[config.mk]
export PLATFORM = sky130hd
export DESIGN_NAME = rrdf_rx
export DESIGN_NICKNAME = d
export VERILOG_FILES = /design/src/logic/rrdf_pkg.sv /design/src/logic/rrdf_rx.sv
export SDC_FILE = /design/constraint.sdc
export NUM_CORES = 1
export LEC_CHECK = 0
export BUFFER_PORTS_ARGS = -buffer_cell sky130_fd_sc_hd__buf_2
export CORE_MARGIN = 2
export CORE_UTILIZATION = 35
export CTS_CLUSTER_DIAMETER = 30
export DETAILED_ROUTE_END_ITERATION = 16
export GPL_TIMING_DRIVEN = 0
export PLACE_DENSITY = 0.54
export SETUP_SLACK_MARGIN = 0.4
export SYNTH_ARGS = -nofsm -noshare
export SYNTH_HDL_FRONTEND = slang
export SYNTH_SLANG_ARGS = --single-unit
[constraint.sdc]
create_clock -name aclk -period 10.12 [get_ports aclk]
set_clock_uncertainty 0.1 [all_clocks]
set_input_delay 2.024 -clock aclk [delete_from_list [all_inputs] [get_ports aclk]]
set_output_delay 2.024 -clock aclk [all_outputs]
set_load 0.02 [all_outputs]
[src/logic/rrdf_pkg.sv]
// Constants, codes and the state record of the radio receive decoder.
// Assumes a single 250 MHz clock domain and an AXI4-Lite master.
package rrdf_pkg;
	// ************************************************************
	// Register map (byte addresses)
	// ************************************************************
	localparam logic [7:0] RRDF_CTRL_OFS = 8'h00;
	localparam logic [7:0] RRDF_BAUD_OFS = 8'h04;
	localparam logic [7:0] RRDF_RXDATA_OFS = 8'h08;
	localparam logic [7:0] RRDF_FIFO_OFS = 8'h0c;
	localparam logic [7:0] RRDF_IRQ_ST_OFS = 8'h10;
	localparam logic [7:0] RRDF_IRQ_CLR_OFS = 8'h14;
	localparam logic [7:0] RRDF_IRQ_EN_OFS = 8'h18;
	// ************************************************************
	// Control fields
	// ************************************************************
	localparam int RRDF_RX_EN_BIT = 0;
	localparam int RRDF_TX_EN_BIT = 1;
	localparam int RRDF_DEC_EN_BIT = 2;
	localparam int RRDF_CODE_LSB = 3;
	localparam int RRDF_START_LSB = 6;
	localparam int RRDF_IRQSRC_LSB = 8;
	localparam int RRDF_BITCLK_BIT = 11;
	localparam int RRDF_EXTCLK_BIT = 12;
	localparam int RRDF_COARSE_LSB = 0;
	localparam int RRDF_FINE_LSB = 2;
	localparam int RRDF_IRQ_RX_BIT = 0;
	localparam int RRDF_IRQ_OVF_BIT = 1;
	localparam logic [12:0] RRDF_CTRL_RST = 13'h0000;
	localparam logic [5:0] RRDF_BAUD_RST = 6'h00;
	localparam logic [1:0] RRDF_IRQ_RST = 2'h0;
	// ************************************************************
	// Codes and timing
	// ************************************************************
	localparam logic [2:0] RRDF_CODE_NRZ_MARK = 3'h1;
	localparam logic [2:0] RRDF_CODE_MANCH_LEVEL = 3'h3;
	localparam logic [1:0] RRDF_START_NONE = 2'h0;
	localparam logic [1:0] RRDF_START_VIOL = 2'h1;
	localparam logic [1:0] RRDF_START_PATTERN = 2'h2;
	localparam logic [2:0] RRDF_IRQSRC_START = 3'h1;
	localparam logic [2:0] RRDF_IRQSRC_FULL = 3'h4;
	localparam logic [3:0] RRDF_SAMPLE_PHASE = 4'h7;
	localparam logic [2:0] RRDF_FIFO_DEPTH = 3'h4;
	localparam logic [1:0] RRDF_RESP_OKAY = 2'h0;
	localparam logic [1:0] RRDF_RESP_SLVERR = 2'h2;
	// ************************************************************
	// Types
	// ************************************************************
	typedef enum logic {RX_HUNT = 1'b0, RX_RUN = 1'b1} rrdf_rx_t;
	typedef struct packed {
		logic ext_clk;
		logic bit_clk;
		logic pattern;
		logic data;
	} rrdf_pins_t;
	typedef struct packed {
		rrdf_pins_t s1, s2, s3;
		logic ext_half;
		logic [10:0] osc;
		logic [3:0] sub;
		logic half, first, prev;
		rrdf_rx_t rx;
		logic [2:0] bits;
		logic [7:0] shreg;
		logic [3:0][7:0] mem;
		logic [1:0] wp, rp;
		logic [2:0] cnt;
		logic [12:0] ctrl;
		logic [5:0] baud;
		logic [1:0] ist, ien;
		logic aw_got;
		logic [7:0] awaddr;
		logic w_got;
		logic [31:0] wdata;
		logic [3:0] wstrb;
		logic bvalid;
		logic [1:0] bresp;
		logic rvalid;
		logic [31:0] rdata;
		logic [1:0] rresp;
	} rrdf_state_t;
endpackage

[src/logic/rrdf_rx.sv]
// Radio receive path: baud timing, line decoding, start detection,
// four byte FIFO, interrupt status, AXI4-Lite register slave.
// Assumes radio pins are asynchronous and the bus is on aclk.
//
// Register access over AXI4-Lite and the address map are this design's own decisions.
`timescale 1ns/1ps
// Notes on behaviour
// - Receive only with rx enabled, tx disabled
// - Divide clock by 16 times (fine+1) times 4 to the power coarse
// - External clock source runs logic at half
// - Bit clock select 0 ignores external bit clock
// - Code 001 decodes NRZ Mark
// - Start mode 10 uses pattern-detect pin
// - Irq source 001 fires on start detect
// - Irq source 100 fires on FIFO full
// - Four byte FIFO, reads pop oldest
// - Byte into full FIFO sets overflow, lost
// - Start detection flushes the FIFO
// - Manchester takes two symbols per bit
// - Start mode 01 uses protocol violation
// - Code 011 decodes Manchester Level
module rrdf_rx
	import rrdf_pkg::*;
(
	input wire logic aclk,
	input wire logic aresetn,
	input wire rrdf_pins_t radio_pins,
	input wire logic [7:0] s_axi_awaddr,
	input wire logic s_axi_awvalid,
	output logic s_axi_awready,
	input wire logic [31:0] s_axi_wdata,
	input wire logic [3:0] s_axi_wstrb,
	input wire logic s_axi_wvalid,
	output logic s_axi_wready,
	output logic [1:0] s_axi_bresp,
	output logic s_axi_bvalid,
	input wire logic s_axi_bready,
	input wire logic [7:0] s_axi_araddr,
	input wire logic s_axi_arvalid,
	output logic s_axi_arready,
	output logic [31:0] s_axi_rdata,
	output logic [1:0] s_axi_rresp,
	output logic s_axi_rvalid,
	input wire logic s_axi_rready,
	output logic rx_irq
);
	rrdf_state_t q, d;
	logic rx_on, ext_rise, bclk_rise, pat_rise, base_tick, osc_tick;
	logic sym_ev, line, bit_ev, bit_val, viol, start_ev, byte_done;
	logic push, pop, full_now, ar_hs, wr_go, manch;
	logic [4:0] fine1;
	logic [10:0] prod;
	logic [2:0] code, irq_src;
	logic [1:0] smode, ev;
	logic [31:0] wmask, rd_word;

	// ************************************************************
	// Bus handshakes
	// ************************************************************
	assign s_axi_awready = !q.aw_got && !q.bvalid;
	assign s_axi_wready = !q.w_got && !q.bvalid;
	assign s_axi_arready = !q.rvalid;
	assign s_axi_bvalid = q.bvalid;
	assign s_axi_bresp = q.bresp;
	assign s_axi_rvalid = q.rvalid;
	assign s_axi_rdata = q.rdata;
	assign s_axi_rresp = q.rresp;
	assign rx_irq = |(q.ist & q.ien);

	always_comb
	begin
		d = q;
		// ************************************************************
		// Pin synchronisers and edges
		// ************************************************************
		d.s1 = radio_pins;
		d.s2 = q.s1;
		d.s3 = q.s2;
		ext_rise = q.s2.ext_clk & ~q.s3.ext_clk;
		bclk_rise = q.s2.bit_clk & ~q.s3.bit_clk;
		pat_rise = q.s2.pattern & ~q.s3.pattern;
		line = q.s2.data;
		rx_on = q.ctrl[RRDF_RX_EN_BIT] & ~q.ctrl[RRDF_TX_EN_BIT];
		code = q.ctrl[RRDF_CODE_LSB +: 3];
		smode = q.ctrl[RRDF_START_LSB +: 2];
		irq_src = q.ctrl[RRDF_IRQSRC_LSB +: 3];
		manch = q.ctrl[RRDF_DEC_EN_BIT] && code == RRDF_CODE_MANCH_LEVEL;
		// ************************************************************
		// Baud generation
		// ************************************************************
		// Every other external edge: the external clock is halved
		d.ext_half = q.ext_half ^ ext_rise;
		base_tick = q.ctrl[RRDF_EXTCLK_BIT] ? (ext_rise & q.ext_half) : 1'b1;
		fine1 = {1'b0, q.baud[RRDF_FINE_LSB +: 4]} + 5'h01;
		prod = 11'({6'h00, fine1} << {q.baud[RRDF_COARSE_LSB +: 2], 1'b0});
		osc_tick = base_tick && q.osc == prod - 11'h001;
		if (base_tick)
			d.osc = osc_tick ? 11'h000 : q.osc + 11'h001;
		if (osc_tick)
			d.sub = q.sub + 4'h1;
		// Realign the 16 phase sampler on each line edge
		if (q.s2.data != q.s3.data && !q.ctrl[RRDF_BITCLK_BIT])
			d.sub = 4'h0;
		sym_ev = q.ctrl[RRDF_BITCLK_BIT] ? bclk_rise
			: (osc_tick && q.sub == RRDF_SAMPLE_PHASE);
		// ************************************************************
		// Line decoding
		// ************************************************************
		bit_ev = 1'b0;
		bit_val = line;
		viol = 1'b0;
		if (sym_ev && rx_on)
		begin
			d.prev = line;
			if (manch)
			begin
				// Symbol rate is twice the bit rate here
				d.half = ~q.half;
				if (!q.half)
					d.first = line;
				else if (line == q.first)
					viol = 1'b1;
				else
				begin
					bit_ev = 1'b1;
					bit_val = q.first;
				end
			end
			else
			begin
				bit_ev = 1'b1;
				if (q.ctrl[RRDF_DEC_EN_BIT] && code == RRDF_CODE_NRZ_MARK)
					bit_val = line ^ q.prev;
			end
		end
		// ************************************************************
		// Start detection and byte assembly
		// ************************************************************
		case (smode)
			RRDF_START_VIOL: start_ev = rx_on && viol;
			RRDF_START_PATTERN: start_ev = rx_on && pat_rise;
			default: start_ev = 1'b0;
		endcase
		byte_done = 1'b0;
		case (q.rx)
			RX_HUNT:
			begin
				d.bits = 3'h0;
				if (rx_on && (start_ev || smode == RRDF_START_NONE))
					d.rx = RX_RUN;
			end
			RX_RUN:
			begin
				if (bit_ev)
				begin
					d.shreg = {q.shreg[6:0], bit_val};
					d.bits = q.bits + 3'h1;
					byte_done = q.bits == 3'h7;
				end
				if (start_ev)
				begin
					d.bits = 3'h0;
					d.half = 1'b0;
					byte_done = 1'b0;
				end
				if (!rx_on)
					d.rx = RX_HUNT;
			end
			default: d.rx = RX_HUNT;
		endcase
		// ************************************************************
		// Register slave
		// ************************************************************
		if (s_axi_awvalid && s_axi_awready)
		begin
			d.aw_got = 1'b1;
			d.awaddr = s_axi_awaddr;
		end
		if (s_axi_wvalid && s_axi_wready)
		begin
			d.w_got = 1'b1;
			d.wdata = s_axi_wdata;
			d.wstrb = s_axi_wstrb;
		end
		if (q.bvalid && s_axi_bready)
			d.bvalid = 1'b0;
		wr_go = q.aw_got && q.w_got && !q.bvalid;
		wmask = {{8{q.wstrb[3]}}, {8{q.wstrb[2]}}, {8{q.wstrb[1]}}, {8{q.wstrb[0]}}};
		ev = 2'h0;
		if (wr_go)
		begin
			d.aw_got = 1'b0;
			d.w_got = 1'b0;
			d.bvalid = 1'b1;
			d.bresp = RRDF_RESP_OKAY;
			case (q.awaddr)
				RRDF_CTRL_OFS: d.ctrl = 13'((q.wdata & wmask) | ({19'h0, q.ctrl} & ~wmask));
				RRDF_BAUD_OFS: d.baud = 6'((q.wdata & wmask) | ({26'h0, q.baud} & ~wmask));
				RRDF_IRQ_CLR_OFS: d.ist = q.ist & ~(q.wdata[1:0] & wmask[1:0]);
				RRDF_IRQ_EN_OFS: d.ien = 2'((q.wdata & wmask) | ({30'h0, q.ien} & ~wmask));
				default: d.bresp = RRDF_RESP_SLVERR;
			endcase
		end
		ar_hs = s_axi_arvalid && s_axi_arready;
		if (q.rvalid && s_axi_rready)
			d.rvalid = 1'b0;
		pop = ar_hs && s_axi_araddr == RRDF_RXDATA_OFS && q.cnt != 3'h0;
		case (s_axi_araddr)
			RRDF_CTRL_OFS: rd_word = {19'h0, q.ctrl};
			RRDF_BAUD_OFS: rd_word = {26'h0, q.baud};
			RRDF_RXDATA_OFS: rd_word = pop ? {24'h0, q.mem[q.rp]} : 32'h0;
			RRDF_FIFO_OFS: rd_word = {27'h0, q.rx, q.cnt, q.cnt == 3'h0};
			RRDF_IRQ_ST_OFS: rd_word = {30'h0, q.ist};
			RRDF_IRQ_EN_OFS: rd_word = {30'h0, q.ien};
			default: rd_word = 32'h0;
		endcase
		if (ar_hs)
		begin
			d.rvalid = 1'b1;
			d.rdata = rd_word;
			d.rresp = (s_axi_araddr == RRDF_IRQ_CLR_OFS || s_axi_araddr > RRDF_IRQ_EN_OFS)
				? RRDF_RESP_SLVERR : RRDF_RESP_OKAY;
		end
		// ************************************************************
		// Receive FIFO
		// ************************************************************
		full_now = q.cnt == RRDF_FIFO_DEPTH;
		push = byte_done && !full_now;
		if (byte_done && full_now)
			ev[RRDF_IRQ_OVF_BIT] = 1'b1;
		if (push)
		begin
			d.mem[q.wp] = q.shreg[6:0] == 7'h00 ? {7'h00, bit_val} : {q.shreg[6:0], bit_val};
			d.wp = q.wp + 2'h1;
		end
		if (pop)
			d.rp = q.rp + 2'h1;
		d.cnt = q.cnt + {2'h0, push} - {2'h0, pop};
		// A pop while full does not free the slot in time; the push is still refused;
		// keeping the two paths apart trades one byte for simplicity.
		if (start_ev)
		begin
			d.wp = 2'h0;
			d.rp = 2'h0;
			d.cnt = 3'h0;
		end
		if (start_ev && irq_src == RRDF_IRQSRC_START)
			ev[RRDF_IRQ_RX_BIT] = 1'b1;
		if (push && q.cnt == RRDF_FIFO_DEPTH - 3'h1 && irq_src == RRDF_IRQSRC_FULL && !pop)
			ev[RRDF_IRQ_RX_BIT] = 1'b1;
		// Set wins over a clear in the same cycle
		d.ist = d.ist | ev;
	end

	always_ff @(posedge aclk)
	begin
		if (!aresetn)
		begin
			q <= '0;
			q.ctrl <= RRDF_CTRL_RST;
			q.baud <= RRDF_BAUD_RST;
			q.ist <= RRDF_IRQ_RST;
			q.ien <= RRDF_IRQ_RST;
		end
		else
			q <= d;
	end
endmodule // rrdf_rx

==> summary.txt <==
Clock network
  • Clock-pin transition on the worst setup and hold timing paths: 70 ps
  • Cts repair resizes: 0
  • Post CTS Setup Buffer Count: 0
  • H-tree depth: 4
  • CTS tree: done
  • CTS buffer count: 17
  • Hold buffers post-CTS: 0
  • Clock sinks: 146
  • Clock tree buffer depth: 2
  • Root Driver: clkbuf_16
  • Clock Latency Late Sink: 440 ps

Critical path
  • Crit-path slowest cell: or4b_1
  • Worst Path Arrival: 6480 ps
  • WP buf/inv: 6
  • R2R setup slack: 3830 ps
  • R2R depth: 19
  • Worst Setup Start Kind: flip-flop
  • RR Endpoint: q[109]
  • Crit-path leading delay family: simple AND/OR/NAND/NOR gates
  • Worst path max stage delay: 530 ps
  • Worst-path fanout max: 10
  • Crit. End Element: flip-flop
  • CP Class: reg -> reg
  • CP required: 10300 ps
  • Critical path cell sequence: clkbuf_1, clkbuf_1, clkbuf_1, or3_1, ha_1, o211ai_1, or3_1, a2111oi_0, or4b_1, o41ai_2, or3b_1, buf_2, buf_2, ha_1, inv_1, ha_1, fa_1, xnor2_1, nor2_1

Timing
  • Final period util: 62.2%
  • RSZ-0062 raised after global routing: false
  • Final Setup Violations: 0
  • Tmin final: 6290 ps
  • Relative slew slack: 29.3%
  • WHS: 332 ps
  • Setup TNS Final: 0 ps
  • Final hold viol count: 0
  • Final slew viol count: 0
  • F_max: 159 MHz
  • Least-Margin Pin Slew: 1050 ps

Route
  • Routed wire length: 18.4 mm
  • Via count: 6056
  • DR top layer: met4
  • Antenna-violating nets left: 0
  • Met3 wire len: 887 µm
  • Post-DR vias/cell: 4.91
  • DR WL met2: 8.82 mm
  • Drt first pass iters: 5
  • Routed length on met1: 8.61 mm
  • Drt wl/cell: 15.0 µm
  • DR iter-0 viols: 295
  • # DRC: 0

Cells and area
  • Most frequent cells in the layout: dfxtp_1, nand2_1, nor2_1
  • Final instance area: 8610 µm²
  • Nets: 1030
  • Fraction of layout cells with a size suffix above 1: 16.3%
  • P&R area growth vs syn: 18.2%
  • Post-route insts no fill: 1234
  • Commonest non-fill, non-tap cell in the layout: dfxtp_1
  • Ant diodes: 0
  • Fillers: 2084

Yosys
  • Synthesis warning total: 0
  • Synth top area share: 40.1%
  • FFs w/ async S/R, synth: 0%
  • Post-Syn Instances: 851
  • Syn Std Cell Area: 7290 µm²
  • Top cells by area, synth: dfxtp_1, mux2i_1, nand2_1
  • Post-synth cell types: 68
  • Dominant cell type by area after synthesis: dfxtp_1
  • Top_reg_cell synth: dfxtp_1
  • Syn Area/Cell: 8.56 µm²
  • Post-synth EDFFs: 0
  • Sequential fraction of the synthesis area: 40.1%
  • FF+latch count, synth: 146

Min path
  • Worst Hold Path Cells: 1
  • Worst hold path class: reg -> reg
  • Min-delay src: d[183]
  • Worst Hold End: d[179]

Outcome
  • Status: finished, final reports clean

Power
  • Static Leak: 3.38 nW
  • Max VDD drop: 111 µV
  • Pwr Density: 154 nW/µm²

Floorplanning
  • Core box area: 20400 µm²
  • I/O pin count: 105
  • Die Y-Extent: 148 µm
  • Die area: 22000 µm²
  • Die W: 148 µm
  • FP Rows: 52
  • Initial Utilization: 35.8%

Global route
  • First-pass GRT wire length: 29.5 mm
  • Pin count of the biggest net entering global routing: 17
  • GRT Total Usage: 17.1%
  • Number of global-route vias before repair: 5723
  • Initial antenna violation count: 0
  • GR Overflow Total: 0

Placement
  • # port buffers: 61
  • # placed instances: 1202
  • GPL Wtd Cong: 0.815
  • DP Area: 8000 µm²
  • HPWL after DPL: 13.5 mm

Run
  • Max_cap viols: 0
[power breakdown]
| group | leakage [nW] | switching (W) | internal (W) |
|---|---|---|---|
| Clock | 0.292 | 0.000278 | 0.000379 |
| Combinational | 1.90 | 0.0000464 | 0.0000272 |
| Sequential | 1.18 | 0.00000815 | 0.000586 |
[Yosys cell counts, types with 12 or more instances]
cell and n:
buf_4 39, dfxtp_1 146, xnor2_1 23, o21ai_0 18, nor2_1 78, a21oi_1 55
and2_1 15, nand3_1 19, nor3_1 12, xor2_1 13, clkbuf_1 34, o211ai_1 13
mux2i_1 54, nand2_1 141, inv_1 26, ha_1 15
[metrics by stage]
step / worst slack [ps] / util, % / power (W)
2_1_floorplan: 4850 / - / 0.000655
3_3_place_gp: 3900 / 39.3 / 0.000681
3_5_place_dp: 3920 / 39.3 / 0.000681
4_1_cts: 3890 / 42.3 / 0.00134
5_1_grt: 3480 / 42.3 / 0.00137
6_report: 3830 / 42.3 / 0.00132
[metal layers]
layer / up-vias / global-route usage, %
li1: 3087 / -
met1: 2847 / 22.5
met2: 112 / 28.4
met3: 10 / 3.80
met4: 0 / 4.33
met5: - / 0
[logic make-up after synthesis]
family	share of synthesized area, %
AOI/OAI and AO/OA	13.0
buffers and inverters	7.71
xor gates and xnor gates	4.55
other	0.0515
DFF	40.1
and+or+nand+nor	21.1
muxes	10.7
adders and majority gates	2.85
[final cells by class]
| type | count | area [µm²] | area share (%) |
|---|---|---|---|
| Clock buffer | 18 | 439 | 5.10 |
| Clock inverter | 14 | 168 | 1.95 |
| Inverter | 27 | 101 | 1.18 |
| Sequential cell | 146 | 2920 | 33.9 |
| Tap cell | 270 | 338 | 3.92 |
| Multi-Input combinational cell | 616 | 3880 | 45.0 |
| Timing Repair Buffer | 61 | 305 | 3.55 |
| Buffer | 82 | 460 | 5.35 |
[worst max path at each step]
stage                         to  slack (ps)  cells after the start
after CTS                 q[109]        3890                     19
after global routing      q[109]        3480                     19
after global placement    q[109]        3900                     19
after floorplan           q[109]        4850                     21
final                     q[109]        3830                     19
after detailed placement  q[109]        3920                     19
Power figures use the tool's default switching activity.
